File: src/common/nni_pkg.sv
/*
 Shared constants for the link-management controller: parameter
 ranges, defaults, clock rate and timer encodings.
 Assumes a single 25 MHz system clock.
*/
package nni_pkg;
    // ==========================================================
    // Clock and prescaler
    // ==========================================================
    localparam int unsigned CLK_HZ        = 25000000;
    localparam int unsigned TICK_SECONDS  = 1;
    localparam int unsigned TICK_CYCLES   = CLK_HZ * TICK_SECONDS;
    // ==========================================================
    // Parameter defaults and limits
    // ==========================================================
    localparam logic [7:0] FULL_PERIOD_DEF = 8'h06;
    localparam logic [7:0] FULL_PERIOD_MIN = 8'h01;
    localparam logic [3:0] ERR_LIMIT_DEF   = 4'h3;
    localparam logic [3:0] WINDOW_DEF      = 4'h4;
    localparam logic [3:0] COUNT_MAX       = 4'hA;
    localparam logic [4:0] POLL_TIME_DEF   = 5'h0A;
    localparam logic [4:0] POLL_TIME_MIN   = 5'h05;
    localparam logic [4:0] POLL_TIME_MAX   = 5'h1E;
    localparam logic [4:0] VERIFY_TIME_DEF = 5'h0F;
    localparam int unsigned PVC_COUNT      = 4;
    // ==========================================================
    // Polling sequencer states
    // ==========================================================
    typedef enum logic [2:0]
    {
        POLL_IDLE = 3'b001,
        POLL_WAIT = 3'b010,
        POLL_SEND = 3'b100
    } poll_state_e;
endpackage : nni_pkg

File: src/common/nni_mon_if.sv
/*
 Carrier between the top and its error monitors: event pulses in,
 channel state out. Assumes one clock domain.
*/
`timescale 1ns/100ps
`default_nettype none
interface nni_mon_if;
    logic       event_valid;
    logic       event_error;
    logic [3:0] err_limit;
    logic [3:0] window;
    logic       fast_start;
    logic       operational;
    modport mon (input event_valid, event_error, err_limit, window,
                 fast_start, output operational);
    modport ctl (output event_valid, event_error, err_limit, window,
                 fast_start, input operational);
endinterface : nni_mon_if
`default_nettype wire

File: src/core/nni_err_mon.sv
/*
 Error window monitor for one procedure side. Declares the channel
 inactive on too many errors in the last events; recovers after
 enough consecutive valid cycles. Events are one-cycle pulses.
*/
`timescale 1ns/100ps
`default_nettype none
module nni_err_mon
(
    input  wire logic       clk_sys,
    input  wire logic       sys_rst,
    nni_mon_if.mon          mon
);
    import nni_pkg::*;

    logic [9:0] history;
    logic [3:0] good_run;
    logic       first_done;
    logic [3:0] err_count;
    logic [9:0] next_history;

    // ==========================================================
    // Window bookkeeping
    // ==========================================================
    // Errors are counted over the newest window entries only
    always_comb
    begin
        next_history = {history[8:0], mon.event_error};
        err_count = 4'h0;
        for (int i = 0; i < 10; i++)
        begin
            if (i < int'(mon.window) && next_history[i])
                err_count = err_count + 4'h1;
        end
    end

    // Shift history on each monitored event
    always_ff @(posedge clk_sys)
    begin
        if (sys_rst)
            history <= 10'h000;
        else if (mon.event_valid)
            history <= next_history; // [RQ4]
    end

    // Consecutive valid polling cycle counter
    always_ff @(posedge clk_sys)
    begin
        if (sys_rst)
            good_run <= 4'h0;
        else if (mon.event_valid)
        begin
            if (mon.event_error)
                good_run <= 4'h0;
            else if (good_run != COUNT_MAX)
                good_run <= good_run + 4'h1;
        end
    end

    // Channel state, non-operational from start
    always_ff @(posedge clk_sys)
    begin
        if (sys_rst)
        begin
            mon.operational <= 1'b0; // [RQ13]
            first_done      <= 1'b0;
        end
        else if (mon.event_valid)
        begin
            first_done <= 1'b1;
            if (!first_done && mon.fast_start && !mon.event_error)
                mon.operational <= 1'b1; // [RQ14]
            else if (err_count >= mon.err_limit)
                mon.operational <= 1'b0; // [RQ4]
            else if (!mon.event_error && good_run + 4'h1 >= mon.window)
                mon.operational <= 1'b1; // [RQ13]
        end
    end

    start_down_a: assert property (@(posedge clk_sys) // [RQ13]
        $rose(sys_rst) |=> !mon.operational)
        else $error("channel not down after reset");
    err_drop_a: assert property (@(posedge clk_sys) disable iff (sys_rst)
        mon.event_valid && err_count >= mon.err_limit && // [RQ4]
        !(!first_done && mon.fast_start && !mon.event_error)
        |=> !mon.operational)
        else $error("channel stayed up on error limit");
endmodule : nni_err_mon
`default_nettype wire

File: src/core/nni_sec_tick.sv
/*
 One-second tick prescaler. Assumes the system clock rate in the
 package; the count is a parameter to allow fast simulation.
*/
`timescale 1ns/100ps
`default_nettype none
module nni_sec_tick
#(
    parameter int unsigned TICK_CYCLES_P = nni_pkg::TICK_CYCLES
)
(
    input  wire logic clk_sys,
    input  wire logic sys_rst,
    output logic      tick
);
    import nni_pkg::*;

    logic [24:0] count;

    // Divider produces a one-cycle pulse each second
    always_ff @(posedge clk_sys)
    begin
        if (sys_rst)
        begin
            count <= 25'h0000000;
            tick  <= 1'b0;
        end
        else if (count == 25'(TICK_CYCLES_P - 1))
        begin
            count <= 25'h0000000;
            tick  <= 1'b1; // [RQ21]
        end
        else
        begin
            count <= count + 25'h0000001;
            tick  <= 1'b0;
        end
    end
endmodule : nni_sec_tick
`default_nettype wire

File: src/core/nni_link_mgr.sv
/*
 NNI bidirectional link-management controller: user-side poller,
 network-side poll verifier, channel monitors and per-PVC status
 propagation toward the UNI. Assumes message framing and sequence
 number checking happen outside; results arrive as pulses.
*/
// Behaviour
// [RQ1] User-side and network-side procedures run concurrently and independently.
// [RQ2] Separate parameter sets: user side T391/N391/N392/N393, network T392/N392/N393; here both sides share one N392 and one N393.
// [RQ3] Full status period configurable 1 to 255, default 6.
// [RQ4] Inactive when error limit reached within last window events, both up to 10.
// [RQ5] Polling timer 5 to 30 seconds, default 10.
// [RQ6] Verification timer programmable, default 15 seconds.
// [RQ7] Error limit should not exceed window; verify time above poll time. Here only the limit is clamped; verify time is not checked.
// [RQ8] Enquiry at each poll expiry; every Nth one asks for full status.
// [RQ9] Timers and counts match in both networks; full period may differ.
// [RQ10] Learned PVC status forwards toward the UNI end.
// [RQ11] Sent active bit independent of active bit received opposite way.
// [RQ12] After segment change, answer next enquiry with full status.
// [RQ13] Channel starts down; up after N393 consecutive valid cycles.
// [RQ14] Optional fast start when first cycle is valid.
// [RQ15] Active only if configured, links operational, segments up, remote active.
// [RQ16] Any failed criterion clears the propagated active bit.
// [RQ17] Only the UNI-terminating network may originate active one.
// [RQ18] Transit networks pass active unchanged or force zero.
// [RQ19] Element presence means only local segment exists.
// [RQ20] Added segment sets the new bit for that PVC.
// [RQ21] Seconds tick from prescaler clocks and restarts both timers.
`timescale 1ns/100ps
`default_nettype none
module nni_link_mgr
#(
    parameter int unsigned PVCS          = nni_pkg::PVC_COUNT,
    parameter int unsigned TICK_CYCLES_P = nni_pkg::TICK_CYCLES
)
(
    input  wire logic            clk_sys,
    input  wire logic            sys_rst,
    input  wire logic            enable,
    input  wire logic            fast_start,
    input  wire logic [7:0]      full_period,
    input  wire logic [3:0]      err_limit,
    input  wire logic [3:0]      window,
    input  wire logic [4:0]      poll_time,
    input  wire logic [4:0]      verify_time,
    input  wire logic            uside_reply_ok,
    input  wire logic            uside_reply_err,
    input  wire logic            nside_enq_ok,
    input  wire logic            nside_enq_err,
    input  wire logic            uni_terminates,
    input  wire logic            uni_link_ok,
    input  wire logic [PVCS-1:0] seg_configured,
    input  wire logic [PVCS-1:0] seg_operational,
    input  wire logic [PVCS-1:0] rx_present,
    input  wire logic [PVCS-1:0] rx_active,
    input  wire logic            rx_full_valid,
    input  wire logic            rx_async_valid,
    input  wire logic [PVCS-1:0] rx_async_sel,
    input  wire logic            reply_sent,
    output logic                 enq_send,
    output logic                 enq_full,
    output logic                 uside_up,
    output logic                 nside_up,
    output logic                 reply_full,
    output logic [PVCS-1:0]      tx_active,
    output logic [PVCS-1:0]      tx_new,
    output logic [PVCS-1:0]      uni_active,
    output logic [PVCS-1:0]      remote_present
);
    import nni_pkg::*;

    nni_mon_if umon ();
    nni_mon_if nmon ();

    logic            tick;
    poll_state_e     poll_state;
    logic [4:0]      poll_sec;
    logic [4:0]      verify_sec;
    logic [7:0]      full_cnt;
    logic            verify_expire;
    logic [PVCS-1:0] remote_active;
    logic [PVCS-1:0] seg_prev;
    logic            change_pending;
    logic [4:0]      poll_eff;
    logic [7:0]      full_eff;
    logic [3:0]      win_eff;
    logic [3:0]      lim_eff;
    logic [PVCS-1:0] tx_prev;

    // ==========================================================
    // Parameter sanitising
    // ==========================================================
    // Clamp out-of-range settings except verify time into their legal ranges
    always_comb
    begin
        poll_eff = poll_time;
        if (poll_time < POLL_TIME_MIN)
            poll_eff = POLL_TIME_MIN; // [RQ5]
        else if (poll_time > POLL_TIME_MAX)
            poll_eff = POLL_TIME_MAX; // [RQ5]
        full_eff = (full_period < FULL_PERIOD_MIN) ? FULL_PERIOD_MIN
                                                   : full_period; // [RQ3]
        win_eff = (window > COUNT_MAX) ? COUNT_MAX : window; // [RQ4]
        lim_eff = (err_limit > COUNT_MAX) ? COUNT_MAX : err_limit; // [RQ4]
        // A limit above the window could never be reached
        if (lim_eff > win_eff)
            lim_eff = win_eff; // [RQ7]
    end

    // Monitor hookups: shared error limit and window per side
    assign umon.event_valid = uside_reply_ok | uside_reply_err; // [RQ2]
    assign umon.event_error = uside_reply_err;
    assign umon.err_limit   = lim_eff; // [RQ4]
    assign umon.window      = win_eff;
    assign umon.fast_start  = fast_start; // [RQ14]
    assign nmon.event_valid = enable & (nside_enq_ok | nside_enq_err
                                        | verify_expire); // [RQ2]
    assign nmon.event_error = nside_enq_err | verify_expire;
    assign nmon.err_limit   = umon.err_limit; // [RQ9]
    assign nmon.window      = umon.window;
    assign nmon.fast_start  = fast_start;

    // ==========================================================
    // Submodules
    // ==========================================================
    nni_sec_tick
    #(
        .TICK_CYCLES_P (TICK_CYCLES_P)
    )
    u_tick
    (
        .clk_sys (clk_sys),
        .sys_rst (sys_rst),
        .tick    (tick)
    );

    // Two independent monitors, one per procedure side
    nni_err_mon u_umon // [RQ1]
    (
        .clk_sys (clk_sys),
        .sys_rst (sys_rst | ~enable),
        .mon     (umon)
    );

    nni_err_mon u_nmon // [RQ1]
    (
        .clk_sys (clk_sys),
        .sys_rst (sys_rst | ~enable),
        .mon     (nmon)
    );

    assign uside_up = umon.operational;
    assign nside_up = nmon.operational;

    // ==========================================================
    // User-side poller
    // ==========================================================
    // Poll timer state machine, restarts each enquiry
    always_ff @(posedge clk_sys)
    begin
        if (sys_rst || !enable)
        begin
            poll_state <= POLL_IDLE;
            poll_sec   <= 5'h00;
        end
        else
        begin
            unique case (poll_state)
                POLL_IDLE:
                begin
                    poll_sec   <= 5'h00;
                    poll_state <= POLL_SEND;
                end
                POLL_WAIT:
                begin
                    if (tick && poll_sec + 5'h01 >= poll_eff)
                        poll_state <= POLL_SEND; // [RQ21]
                    else if (tick)
                        poll_sec <= poll_sec + 5'h01;
                end
                POLL_SEND:
                begin
                    poll_sec   <= 5'h00; // [RQ21]
                    poll_state <= POLL_WAIT;
                end
            endcase
        end
    end

    // Full status counter picks every Nth enquiry
    always_ff @(posedge clk_sys)
    begin
        if (sys_rst || !enable)
            full_cnt <= 8'h01;
        else if (poll_state == POLL_SEND)
            full_cnt <= (full_cnt >= full_eff) ? 8'h01
                                               : full_cnt + 8'h01; // [RQ8]
    end

    // Enquiry pulse and its report-type flag
    always_ff @(posedge clk_sys)
    begin
        if (sys_rst || !enable)
        begin
            enq_send <= 1'b0;
            enq_full <= 1'b0;
        end
        else
        begin
            enq_send <= (poll_state == POLL_SEND); // [RQ8]
            enq_full <= (poll_state == POLL_SEND) &&
                        (full_cnt >= full_eff); // [RQ8]
        end
    end

    // ==========================================================
    // Network-side poll verification
    // ==========================================================
    // Counts seconds since last enquiry; expiry is an error event
    always_ff @(posedge clk_sys)
    begin
        if (sys_rst || !enable || nside_enq_ok || nside_enq_err)
        begin
            verify_sec    <= 5'h00; // [RQ21]
            verify_expire <= 1'b0;
        end
        else if (tick && verify_sec + 5'h01 >= verify_time)
        begin
            verify_sec    <= 5'h00;
            verify_expire <= 1'b1; // [RQ6]
        end
        else
        begin
            if (tick)
                verify_sec <= verify_sec + 5'h01;
            verify_expire <= 1'b0;
        end
    end

    // ==========================================================
    // Received PVC status
    // ==========================================================
    // Full reports replace all entries; async reports update selected
    always_ff @(posedge clk_sys)
    begin
        if (sys_rst)
        begin
            remote_present <= '0;
            remote_active  <= '0;
        end
        else if (rx_full_valid)
        begin
            remote_present <= rx_present; // [RQ19]
            remote_active  <= rx_active & rx_present; // [RQ10]
        end
        else if (rx_async_valid)
        begin
            remote_present <= remote_present | rx_async_sel;
            remote_active  <= (remote_active & ~rx_async_sel)
                              | (rx_active & rx_async_sel); // [RQ10]
        end
    end

    // ==========================================================
    // Outgoing and forwarded status
    // ==========================================================
    // Per-PVC active and new bits
    generate
        for (genvar p = 0; p < PVCS; p++)
        begin : g_pvc
            logic crit;
            assign crit = seg_configured[p] && seg_operational[p]
                          && uni_link_ok && uside_up
                          && nside_up; // [RQ15]

            // Toward peer: own side only, never echo received bit
            always_ff @(posedge clk_sys)
            begin
                if (sys_rst)
                    tx_active[p] <= 1'b0;
                else
                    tx_active[p] <= crit && uni_terminates; // [RQ11] [RQ17]
            end

            // Toward UNI: remote bit passes only when all criteria hold
            always_ff @(posedge clk_sys)
            begin
                if (sys_rst)
                    uni_active[p] <= 1'b0;
                else
                    uni_active[p] <= crit && remote_present[p]
                                     && remote_active[p]; // [RQ16] [RQ18]
            end

            // New bit set when segment added, cleared after report
            always_ff @(posedge clk_sys)
            begin
                if (sys_rst)
                    tx_new[p] <= 1'b0;
                else if (seg_configured[p] && !seg_prev[p])
                    tx_new[p] <= 1'b1; // [RQ20]
                else if (reply_sent || !seg_configured[p])
                    tx_new[p] <= 1'b0;
            end
        end
    endgenerate

    // Change history for full-status replies
    always_ff @(posedge clk_sys)
    begin
        if (sys_rst)
        begin
            seg_prev       <= '0;
            tx_prev        <= '0;
            change_pending <= 1'b0;
        end
        else
        begin
            seg_prev <= seg_configured;
            tx_prev  <= tx_active;
            if (seg_prev != seg_configured || tx_prev != tx_active)
                change_pending <= 1'b1; // [RQ12]
            else if (reply_sent)
                change_pending <= 1'b0;
        end
    end

    assign reply_full = change_pending; // [RQ12]

    // ==========================================================
    // Checks
    // ==========================================================
    full_every_a: assert property (@(posedge clk_sys)
        disable iff (sys_rst || !enable)
        enq_full |-> enq_send) // [RQ8]
        else $error("full request without enquiry");
    no_origin_a: assert property (@(posedge clk_sys) disable iff (sys_rst)
        !uni_terminates |=> tx_active == '0) // [RQ17]
        else $error("transit network originated active");
    uni_gate_a: assert property (@(posedge clk_sys) disable iff (sys_rst)
        !uside_up |=> uni_active == '0) // [RQ16]
        else $error("active forwarded with channel down");
    pass_only_a: assert property (@(posedge clk_sys) disable iff (sys_rst)
        (remote_active == '0) |=> uni_active == '0) // [RQ18]
        else $error("active forwarded without remote active");
    new_set_a: assert property (@(posedge clk_sys) disable iff (sys_rst)
        seg_configured[0] && !seg_prev[0] |=> tx_new[0]) // [RQ20]
        else $error("new bit missing on add");
    pend_reply_a: assert property (@(posedge clk_sys) disable iff (sys_rst)
        seg_prev != seg_configured |=> reply_full) // [RQ12]
        else $error("change did not request full reply");
    verify_exp_a: assert property (@(posedge clk_sys)
        disable iff (sys_rst || !enable)
        verify_expire |-> $past(tick)) // [RQ6]
        else $error("verify expiry without tick");
    poll_gap_a: assert property (@(posedge clk_sys)
        disable iff (sys_rst || !enable)
        enq_send |=> !enq_send [*2]) // [RQ5]
        else $error("enquiries too close");
endmodule : nni_link_mgr
`default_nettype wire

File: config.mk
export PLATFORM = sky130hd
export DESIGN_NAME = nni_link_mgr
export DESIGN_NICKNAME = d
export VERILOG_FILES = /design/src/common/nni_pkg.sv /design/src/common/nni_mon_if.sv /design/src/core/nni_err_mon.sv /design/src/core/nni_sec_tick.sv /design/src/core/nni_link_mgr.sv
export SDC_FILE = /design/constraint.sdc
export NUM_CORES = 1
export LEC_CHECK = 0
export ABC_AREA = 1
export CORE_MARGIN = 2
export CORE_UTILIZATION = 65
export CTS_BUF_LIST = sky130_fd_sc_hd__clkbuf_8
export DETAILED_ROUTE_END_ITERATION = 12
export DONT_BUFFER_PORTS = 1
export GPL_ROUTABILITY_DRIVEN = 0
export PLACE_DENSITY_LB_ADDON = 0.05
export SYNTH_ARGS = -nofsm -noshare
export SYNTH_HDL_FRONTEND = slang
export SYNTH_SLANG_ARGS = --single-unit
export TNS_END_PERCENT = 30
File: constraint.sdc
create_clock -name clk_sys -period 7.8 [get_ports clk_sys]
set_input_delay 0.78 -clock clk_sys [delete_from_list [all_inputs] [get_ports clk_sys]]
set_output_delay 0.78 -clock clk_sys [all_outputs]
set_load 0.1 [all_outputs]
Word level (Yosys, flattened, before mapping)
Index checks and enable logic that the tools add are counted.
{"block": "totals", "out_inout_bits": 21, "word_cells": 263, "regBits": 109}
{"block": "op_classes", "n_lt_le_gt_ge": 23, "n_mux": 58, "n_reduce_logical": 100, "n_eq_ne": 11, "n_addsub": 24, "bitwise_logic": 13}
{"op": "$mux 4", "n": 29}
{"op": "$add 4x1->4 const B", "n": 18}
{"op": "$logic_and 1x1->1", "n": 61}
{"op": "$add 25x1->25 const B", "n": 1}
{"op": "$eq 25x25->1 const B", "n": 1}
{"op": "$mux 1", "n": 20}
{"op": "$mux 5", "n": 4}
{"op": "$ge 4x4->1", "n": 4}
{"op": "$lt 3x4->1 const A", "n": 4}
{"op": "$mux 8", "n": 2}
{"op": "$reduce_bool 2->1", "n": 8}
{"op": "$logic_not 1->1", "n": 13}
{"op": "$and 4x4->4", "n": 3}
{"op": "$add 5x1->5 const B", "n": 2}
{"op": "$ge 5x5->1", "n": 2}
{"op": "$pmux 5 s2", "n": 1}
{"op": "$reduce_and 2->1", "n": 5}
{"op": "$pmux 3 s3", "n": 1}
{"op": "$add 8x1->8 const B", "n": 1}
{"op": "$ge 8x8->1", "n": 1}
{"op": "$gt 4x4->1 const B", "n": 2}
{"op": "$logic_or 1x1->1", "n": 8}
{"op": "$lt 1x4->1 const A", "n": 2}
{"op": "$lt 2x4->1 const A", "n": 2}
{"op": "other kinds (21)", "n": 34}

Depth between registers and ports, before layout
Gate-level depths: netlist (run 1).
{"block": "logic_depth", "depth_word": 26, "depth_mapped": 38, "depth_no_buf": 38}

Modules after synthesis
Synthesis (run 1) repeated with hierarchy kept, for this count alone.
{"block": "unflattened", "hier_cells": 1228, "hier_area_um2": 8185.4}
{"mod": "nni_err_mon", "seq_area_each_um2": 300.3, "n_inst": 2, "area_each_um2": 1898.1, "cells_per_inst": 302}
{"mod": "nni_link_mgr", "seq_area_each_um2": 1061.0, "n_inst": 1, "area_each_um2": 2959.1, "cells_per_inst": 419}
{"mod": "nni_sec_tick", "seq_area_each_um2": 520.5, "n_inst": 1, "area_each_um2": 1430.1, "cells_per_inst": 205}

Worst setup path before layout (run 1)
Ideal clock, no wire load.
{"block": "synth_timing", "path_kind": "input to register", "start": "input port window[2]", "end": "register u_nmon.mon.operational", "n_path_buf": 0, "setup_slack_ns": 2.132, "path_stages": 34, "t_required_ns": 7.705, "setup_ns": 0.095, "t_arrival_ns": 5.573, "cell_sequence": "nor2_8 nand3_1 nand2_1 inv_1 ha_1 inv_1 nand2_1 nand2_1 inv_1 ha_1 or2_1 nand2_1 nand3_1 a21oi_1 a31oi_1 ha_1 or2_2 nand2_1 xnor2_1 o21ai_1 ha_1 o21ai_0 nand2_1 o21ai_0 inv_1 ha_1 nand2_1 o21ai_0 ha_1 a21oi_1 o21bai_1 a21oi_1 o22ai_1 a221oi_1"}
{"block": "synth_via", "elab_chain_len": 26}
{"element": "start, declared", "line": "nni_link_mgr.sv:43", "rtl": "input wire logic [3:0] window,"}
{"element": "$gt 4x4->1", "line": "nni_link_mgr.sv:103", "rtl": "win_eff = (window > COUNT_MAX) ? COUNT_MAX : window;"}
{"element": "$mux 4 *", "line": "nni_link_mgr.sv:103"}
{"element": "$lt 1x4->1", "line": "nni_err_mon.sv:32", "rtl": "if (i < int'(mon.window) && next_history[i])"}
{"element": "$logic_and 1x1->1", "line": "nni_err_mon.sv:32"}
{"element": "$mux 1", "line": "nni_err_mon.sv:32"}
{"element": "$add 1x1->2", "line": "nni_err_mon.sv:33", "rtl": "err_count = err_count + 4'h1;"}
{"element": "$mux 4", "line": "nni_err_mon.sv:32"}
{"element": "$add 4x1->4", "line": "nni_err_mon.sv:33"}
{"element": "[10 not listed]"}
{"element": "$mux 4", "line": "nni_err_mon.sv:32"}
{"element": "$add 4x1->4", "line": "nni_err_mon.sv:33"}
{"element": "$mux 4", "line": "nni_err_mon.sv:32"}
{"element": "$add 4x1->4", "line": "nni_err_mon.sv:33"}
{"element": "$mux 4", "line": "nni_err_mon.sv:32"}
{"element": "$ge 4x4->1", "line": "nni_err_mon.sv:73", "rtl": "else if (err_count >= mon.err_limit)"}
{"element": "$reduce_bool 3->1 (no line) / $mux 1 (equally long branches)"}
{"element": "$reduce_and 2->1 (no line) / $mux 1 (equally long branches)"}
{"element": "end signal, assigned", "line": "nni_err_mon.sv:72", "rtl": "mon.operational <= 1'b1;"}
{"element": "end signal, assigned", "line": "nni_err_mon.sv:74", "rtl": "mon.operational <= 1'b0;"}
{"element": "end signal, assigned", "line": "nni_err_mon.sv:76", "rtl": "mon.operational <= 1'b1;"}
{"element": "end, declared", "line": "nni_mon_if.sv:15", "rtl": "fast_start, output operational);"}
Every way passes the cells marked *; elsewhere a longest branch is shown, timed or not.
A chain may end at the register's enable or synchronous reset.

Final worst setup path (run 1)
Same ends and word-level chain as after synthesis.

==> insert_results.sql, run 1 <==
INSERT INTO impl_metrics (metric_group, metric, value, unit) VALUES
('routing', 'routed-via-count', '6679', ''),
('pwr', 'clkPwrFrac', '34.3', '%'),
('place', 'numPlacedInstances', '1219', ''),
('job', 'maximum_capacitance_violations', '0', ''),
('clock_network', 'tritoncts_clock_tree', 'built', ''),
('floorplanning', 'die-width', '111.2', 'um'),
('pwr', 'p_int', '0.8597', 'mW'),
('clock_network', 'worstSkewPairLatency', '380', 'ps'),
('finish', 'area_growth_from_synthesis_to_layout', '5.273', '%'),
('status', 'result_of_the_run', 'finished, final reports clean', ''),
('critical_path', 'r2r-start', 'verify_expire', ''),
('critical_path', 'crit_slowest_cell', 'sky130_fd_sc_hd__ha_1', ''),
('finish', 'final_core_utilization', '69.51', '%'),
('global_route', 'grt_start_max_net_pins', '26', ''),
('synth', 'synth_async_sr_flop_share', '0', '%'),
('synth', 'seq_area_frac_synth', '29.19', '%'),
('finish', 'multi_input_area', '4576', 'sq um'),
('timing', 'final_period_minus_worst_setup_slack', '5759', 'ps'),
('synth', 'yosysUniqueCellTypes', '48', ''),
('place', 'placedInstanceArea', '7616', 'sq um'),
('timing', 'hold_ws', '458.0', 'ps'),
('critical_path', 'worst-path-max-fanout', '8', ''),
('critical_path', 'crit_path_start_kind', 'input port', ''),
('place', 'dp_hpwl', '11780', 'um'),
('critical_path', 'r2r_slack', '2130', 'ps'),
('routing', 'drt-vias-per-instance', '5.408', ''),
('floorplanning', 'die_h', '111.2', 'um'),
('floorplanning', 'start_util', '66.03', '%'),
('pwr', 'sequentialPowerShare', '49.1', '%'),
('timing', 'final-max-slew-violation-count', '0', ''),
('critical_path', 'critical_path_class', 'input port to register', ''),
('synth', 'ys_dominant_reg_cell', 'sky130_fd_sc_hd__dfxtp_1', ''),
('synth', 'syn_area_per_cell', '6.876', 'sq um'),
('timing', 'setup_violations', '0', ''),
('synth', 'ys_seq_elements', '109', ''),
('routing', 'detailedRoute.firstPassIterationCount', '6', ''),
('routing', 'drcViolationCount', '0', ''),
('timing', 'final_critical_path_setup_slack', '2041', 'ps'),
('clock_network', 'cts-buffers-inserted', '9', ''),
('finish', 'num-nets-final', '1212', ''),
('clock_network', 'ctsResizeCount', '0', ''),
('critical_path', 'worst-endpoint-arrival', '6050', 'ps'),
('pwr', 'p_leak', '3.738', 'nW'),
('floorplanning', 'std_cell_rows', '39', ''),
('min_path', 'hp-start', 'nside_enq_err', ''),
('global_route', 'grt.overflow.total', '0', ''),
('pwr', 'power_switching', '0.3712', 'mW'),
('routing', 'highest_routing_layer_actually_used', 'met4', ''),
('finish', 'antenna_cells_inserted', '0', ''),
('pwr', 'cellPowerDensity', '156.4', 'nW/um^2'),
('timing', 'final.period_utilization', '73.84', '%'),
('synth', 'ys.warnings.count', '0', ''),
('finish', 'layout_cells_sized_above_1', '7.692', '%'),
('timing', 'clock.fmax', '173.6', 'MHz'),
('global_route', 'antenna_violations_before_repair', '0', ''),
('clock_network', 'hold_fix_buffer_count_after_cts', '0', ''),
('place', 'post-place-ws', '1640', 'ps'),
('floorplanning', 'die_area', '12370', 'sq um'),
('timing', 'final-hold-violation-count', '0', ''),
('finish', 'stdcell_area', '7869', 'sq um'),
('timing', 'worstMarginPinSlew', '1091', 'ps'),
('routing', 'antenna_left', '0', ''),
('place', 'buffer_ports.inserted', '0', ''),
('clock_network', 'cts_setup_buffers', '0', ''),
('timing', 'finalClockSkew', '9.060', 'ps'),
('clock_network', 'clk_pin_slew_worst_paths', '110', 'ps'),
('synth', 'number_of_enable_type_register_cells_in_the_synthesized_netlist', '0', ''),
('pwr', 'logic_pwr_share', '16.6', '%'),
('pwr', 'p_total', '1.231', 'mW'),
('global_route', 'global_route_wire_length_before_repair', '26000', 'um'),
('timing', 'accumulated_negative_setup_slack', '0', 'ps');
metal layers:
layer,up-vias,GRT usage (%)
li1,3569,-
met1,2979,31.66
met2,109,42.32
met3,22,4.811
met4,0,7.160
met5,-,0
worst paths after layout:
path | end | depth (start not counted)
worst max-delay path | u_nmon.mon.operational | 34
worst max register to register | u_nmon.mon.operational | 34
worst min-delay path | verify_expire | 1
worst min register to register | u_nmon.history[8] | 2
critical path, delay by kind of cell:
| family | cells | cell delay [ps] |
|---|---|---|
| fa+ha+maj | 6 | 1770 |
| simple gates | 12 | 1610 |
| compound gates | 11 | 1470 |
| buf+inv | 4 | 280 |
| xor+xnor | 1 | 120 |
state kept, by name, summed over array words and instances, names as in the netlist, 3 cells and up, named ones only:
signal,count
u_tick.count,25
u_nmon.history,9
u_umon.history,9
full_cnt,8
poll_sec,5
verify_sec,5
remote_present,4
seg_prev,4
tx_active,4
tx_new,4
tx_prev,4
u_nmon.good_run,4
u_umon.good_run,4
uni_active,4
poll_state,3
cell families (layout without fill, tap and decap cells):
kind of cell / Yosys count / after routing / synth area share, %
flops: 109 / 109 / 29.19
simple gates: 531 / 531 / 34.25
fa+ha+maj: 67 / 67 / 11.18
xor+xnor: 25 / 25 / 3.030
compound gates: 164 / 164 / 12.76
buf+inv: 191 / 196 / 9.592
cell usage in the layout, fill, tap and decap left out, types with 4 or more instances in the layout:
cell type	count
sky130_fd_sc_hd__nor3_1	15
sky130_fd_sc_hd__nor2_4	4
sky130_fd_sc_hd__a211oi_1	8
sky130_fd_sc_hd__nand4_1	16
sky130_fd_sc_hd__nor4_1	4
sky130_fd_sc_hd__nand2_2	18
sky130_fd_sc_hd__nor3b_1	9
sky130_fd_sc_hd__o21a_1	7
sky130_fd_sc_hd__o21ai_0	45
sky130_fd_sc_hd__nand2_4	9
sky130_fd_sc_hd__or2_2	6
sky130_fd_sc_hd__nor2_1	105
sky130_fd_sc_hd__inv_2	6
sky130_fd_sc_hd__dfxtp_1	109
sky130_fd_sc_hd__a31oi_1	10
sky130_fd_sc_hd__xor2_1	16
sky130_fd_sc_hd__nand3_1	104
sky130_fd_sc_hd__a21oi_1	66
sky130_fd_sc_hd__inv_1	171
sky130_fd_sc_hd__xnor2_1	8
sky130_fd_sc_hd__ha_1	66
sky130_fd_sc_hd__nand2_1	214
sky130_fd_sc_hd__nand3_2	12
sky130_fd_sc_hd__o22ai_1	4
sky130_fd_sc_hd__o21bai_1	4
sky130_fd_sc_hd__clkbuf_8	9
power by group through the flow:
stage / Combinational (mW) / Sequential (mW) / Clock, mW
2_1_floorplan: 0.168 / 0.615 / 0
3_3_place_gp: 0.198 / 0.617 / 0
3_5_place_dp: 0.203 / 0.617 / 0
4_1_cts: 0.204 / 0.604 / 0.430
5_1_grt: 0.237 / 0.606 / 0.453
6_report: 0.204 / 0.604 / 0.422
synthesized netlist by cell type, types with 2 or more instances:
cell type | number | area (sq um)
sky130_fd_sc_hd__nand2_4 | 9 | 101.4
sky130_fd_sc_hd__o211ai_1 | 2 | 15.01
sky130_fd_sc_hd__xnor2_1 | 8 | 70.07
sky130_fd_sc_hd__nor2_4 | 4 | 45.04
sky130_fd_sc_hd__nand2_1 | 214 | 803.3
sky130_fd_sc_hd__inv_2 | 6 | 22.52
sky130_fd_sc_hd__dfxtp_1 | 109 | 2182
sky130_fd_sc_hd__nand3b_1 | 2 | 15.01
sky130_fd_sc_hd__or2_1 | 3 | 18.77
sky130_fd_sc_hd__a211oi_1 | 8 | 60.06
sky130_fd_sc_hd__a221oi_1 | 3 | 26.28
sky130_fd_sc_hd__nand3_4 | 3 | 52.55
sky130_fd_sc_hd__nand2_2 | 18 | 112.6
sky130_fd_sc_hd__o21ai_1 | 3 | 15.01
sky130_fd_sc_hd__nor4_1 | 4 | 25.02
sky130_fd_sc_hd__or2_2 | 6 | 37.54
sky130_fd_sc_hd__nor3b_1 | 9 | 67.56
sky130_fd_sc_hd__nor2_2 | 3 | 18.77
sky130_fd_sc_hd__o22ai_1 | 4 | 25.02
sky130_fd_sc_hd__nor2_1 | 105 | 394.1
sky130_fd_sc_hd__o2111ai_1 | 3 | 26.28
sky130_fd_sc_hd__ha_1 | 66 | 825.8
sky130_fd_sc_hd__inv_1 | 171 | 641.9
sky130_fd_sc_hd__nor3_1 | 15 | 75.07
sky130_fd_sc_hd__clkbuf_1 | 11 | 41.29
sky130_fd_sc_hd__o21bai_1 | 4 | 30.03
sky130_fd_sc_hd__a311oi_1 | 3 | 26.28
sky130_fd_sc_hd__o21a_1 | 7 | 52.55
sky130_fd_sc_hd__o221a_2 | 2 | 22.52
sky130_fd_sc_hd__clkinv_1 | 2 | 7.510
sky130_fd_sc_hd__nand3_1 | 104 | 520.5
sky130_fd_sc_hd__o21ai_0 | 45 | 225.2
sky130_fd_sc_hd__xor2_1 | 16 | 140.1
sky130_fd_sc_hd__nand3_2 | 12 | 120.1
sky130_fd_sc_hd__nand4_1 | 16 | 100.1
sky130_fd_sc_hd__a21oi_1 | 66 | 330.3
sky130_fd_sc_hd__a31oi_1 | 10 | 62.56
area by class of cell:
type	instances	area share, %
multi-input combinational	787	58.15
clock inverter	7	1.638
timing repair buffer	1	0.09540
inverter	179	8.539
tap	143	2.274
sequential	109	27.73
clock buffer	9	1.574
Power figures use the tool's default switching activity.
==> inputs of run 2 (changes only) <==
==> constraint.sdc (replaced) <==
create_clock -name clk_sys -period 5.3 [get_ports clk_sys]
set_input_delay 0.53 -clock clk_sys [delete_from_list [all_inputs] [get_ports clk_sys]]
set_output_delay 0.53 -clock clk_sys [all_outputs]
set_load 0.1 [all_outputs]
==> run 2 against run 1 <==
Die area is the same. Clock power grew 19%. Design area grew 4.4%. Wire length grew 5.6%. Register-to-register slack lost 1800 ps. Critical endpoint unchanged. Largest cell class unchanged. Largest power group unchanged.
==> insert_results.sql, run 2 (synthesis gave the netlist of run 1 again) <==
INSERT INTO impl_metrics (metric_group, metric, value, unit) VALUES
('clock_network', 'cts_max_path_buffers', '2', ''),
('place', 'dp_hpwl', '12410', 'um'),
('finish', 'layout.filler_cells', '969', ''),
('global_route', 'antenna_violations_before_repair', '0', ''),
('floorplanning', 'io_pins', '80', ''),
('place', 'post-place-ws', '-244.9', 'ps'),
('critical_path', 'timing.critical_path.slowest_cell_delay', '350', 'ps'),
('finish', 'layout_common_cells', 'sky130_fd_sc_hd__nand2_1 (202), sky130_fd_sc_hd__inv_1 (165), sky130_fd_sc_hd__dfxtp_1 (108), sky130_fd_sc_hd__nor2_1 (104), sky130_fd_sc_hd__nand3_1 (98)', ''),
('timing', 'worstMarginPinSlew', '1114', 'ps'),
('critical_path', 'r2r-start', 'verify_expire', ''),
('clock_network', 'worstSkewPairLatency', '380', 'ps'),
('routing', 'drt-total-wl', '15860', 'um'),
('global_route', 'global_route_wire_length_before_repair', '27200', 'um'),
('timing', 'final.period_utilization', '94.61', '%'),
('floorplanning', 'die_h', '111.2', 'um'),
('pwr', 'p_total', '1.746', 'mW'),
('pwr', 'power.ir.vdd_worst', '0.2588', 'mV'),
('global_route', 'grt.overflow.total', '0', ''),
('finish', 'number_of_flip_flops_under_the_largest_register_name', '25', ''),
('min_path', 'holdPathEnd', 'tx_prev[0]', ''),
('timing', 'clock.fmax', '199.4', 'MHz'),
('finish', 'area_growth_from_synthesis_to_layout', '9.926', '%'),
('critical_path', 'worst-path-max-fanout', '3', ''),
('place', 'placedInstanceArea', '7824', 'sq um'),
('routing', 'antenna_left', '0', ''),
('finish', 'multi_input_area', '4748', 'sq um'),
('floorplanning', 'core_area', '11320', 'sq um'),
('routing', 'routed_wire_length_per_instance', '12.54', 'um'),
('finish', 'antenna_cells_inserted', '0', ''),
('critical_path', 'worst_r2r_path_depth', '36', ''),
('floorplanning', 'std_cell_rows', '39', ''),
('timing', 'final_period_minus_worst_setup_slack', '5015', 'ps'),
('routing', 'routed-via-count', '6840', ''),
('floorplanning', 'die_area', '12370', 'sq um'),
('status', 'result_of_the_run', 'finished, final reports clean', ''),
('finish', 'largest_registers', 'u_tick.count (25), u_nmon.history (9), u_umon.history (9)', ''),
('critical_path', 'crit_path_start_kind', 'register', ''),
('clock_network', 'clk_pin_slew_worst_paths', '120', 'ps'),
('clock_network', 'root_buffer', 'sky130_fd_sc_hd__clkbuf_8', ''),
('critical_path', 'category_of_the_worst_setup_path_capture_point', 'register', ''),
('routing', 'drt-vias-per-instance', '5.407', ''),
('timing', 'hold_ws', '208.7', 'ps'),
('job', 'maximum_capacitance_violations', '0', ''),
('clock_network', 'tritoncts_clock_tree', 'built', ''),
('timing', 'final_critical_path_setup_slack', '285.5', 'ps'),
('pwr', 'p_leak', '3.865', 'nW'),
('critical_path', 'worst-endpoint-arrival', '5280', 'ps'),
('critical_path', 'r2r_end', 'u_nmon.mon.operational', ''),
('finish', 'final-seq-area', '2183', 'sq um'),
('critical_path', 'worstPathRequired', '5570', 'ps'),
('min_path', 'holdCritPathClass', 'input port to register', ''),
('timing', 'slew_headroom', '25.63', '%'),
('finish', 'stdcell_area', '8217', 'sq um'),
('critical_path', 'crit_slowest_cell', 'sky130_fd_sc_hd__dfxtp_2', ''),
('finish', 'largest_register', 'u_tick.count', ''),
('clock_network', 'ctsHtreeMaxLevel', '3', ''),
('global_route', 'number_of_global_route_vias_before_repair', '6373', ''),
('floorplanning', 'start_util', '66.03', '%'),
('finish', 'num-nets-final', '1242', ''),
('finish', 'final_core_utilization', '72.58', '%'),
('finish', 'layout_cells_sized_above_1', '13.81', '%'),
('global_route', 'total_routing_usage_gr', '25.60', '%'),
('finish', 'final_common_cell', 'sky130_fd_sc_hd__nand2_1', ''),
('clock_network', 'tritoncts_num_sinks', '109', ''),
('clock_network', 'cts-buffers-inserted', '9', ''),
('pwr', 'cellPowerDensity', '212.4', 'nW/um^2'),
('timing', 'setup_violations', '0', ''),
('place', 'buffer_ports.inserted', '0', ''),
('timing', 'finalClockSkew', '13.37', 'ps'),
('timing', 'grt_setup_unrepaired', 'yes', ''),
('critical_path', 'worst_path_most_repeated_cell', 'sky130_fd_sc_hd__nand2_2', ''),
('critical_path', 'critical_path_class', 'register to register', ''),
('timing', 'final-max-slew-violation-count', '0', ''),
('critical_path', 'r2r_slack', '290', 'ps'),
('global_route', 'grt_start_max_net_pins', '26', ''),
('routing', 'detailedRoute.firstPassIterationCount', '5', ''),
('min_path', 'hp-start', 'sys_rst', ''),
('timing', 'final-hold-violation-count', '0', ''),
('floorplanning', 'die-width', '111.2', 'um'),
('clock_network', 'hold_fix_buffer_count_after_cts', '0', ''),
('min_path', 'holdPathStages', '1', ''),
('routing', 'drtIter0Drc', '377', ''),
('routing', 'drcViolationCount', '0', '');
==> run 2: cell count changes in the layout (fill, tap and decap cells not counted), sizes merged <==
cell / delta
bufinv: -3
clkinv: +3
inv: +1
buf: +30
clkinvlp: -1
==> run 2: how the worst max path moves through the flow <==
stage | from | to | slack, ps | cells past startpoint
CTS | verify_expire | u_nmon.mon.operational | 20 | 34
floorplan | window[3] | u_nmon.mon.operational | 30 | 34
global placement | window[3] | u_nmon.mon.operational | -30 | 34
detailed placement | nside_enq_err | u_nmon.mon.operational | -240 | 33
global route | verify_expire | u_nmon.mon.operational | -60 | 36
finish | verify_expire | u_nmon.mon.operational | 290 | 36
==> run 2: area by class of cell <==
| type | count | share of cell area (%) |
|---|---|---|
| tap | 143 | 2.178 |
| clock buffer | 9 | 1.508 |
| clock inverter | 7 | 0.8984 |
| multi-input combinational | 787 | 57.79 |
| sequential | 109 | 26.57 |
| timing repair buffer | 31 | 2.878 |
| inverter | 179 | 8.177 |
==> run 2: routing by layer <==
layer | up-vias | GRT usage [%] | wire [um]
met1 | 3085 | 32.13 | 7288
met3 | 19 | 3.062 | 558
met2 | 104 | 47.07 | 7821
met4 | 0 | 5.432 | 192
li1 | 3632 | - | -
met5 | - | 0 | 0
==> run 2: repair_timing <==
action,CTS,global route
endpoints found under the setup margin,1,2
pin swaps,7,32
gates resized for setup,5,41
buffers inserted,2,3
==> run 2: where the power goes <==
group / leakage, nW / switching [mW] / internal (mW)
sequential: 0.887 / 0.0524 / 0.838
clock: 0.101 / 0.315 / 0.187
combinational: 2.88 / 0.216 / 0.138
==> run 2: per-stage QoR <==
step / setup TNS, ps / std cells
final: 0 / 1265
after global routing: -82.11 / 1265
after global placement: -26.10 / 1244
after CTS: 0 / 1262
after detailed placement: -315.8 / 1244
after floorplan: 0 / 1087
==> run 2: critical path: cells and delay by family, from the launching register on <==
kind | cells | cell delay (ps)
AOI/OAI and AO/OA | 11 | 1490
xor gates and xnor gates | 1 | 110
adders and majority gates | 6 | 1610
buffers and inverters | 6 | 390
DFF | 1 | 350
and+or+nand+nor | 12 | 950
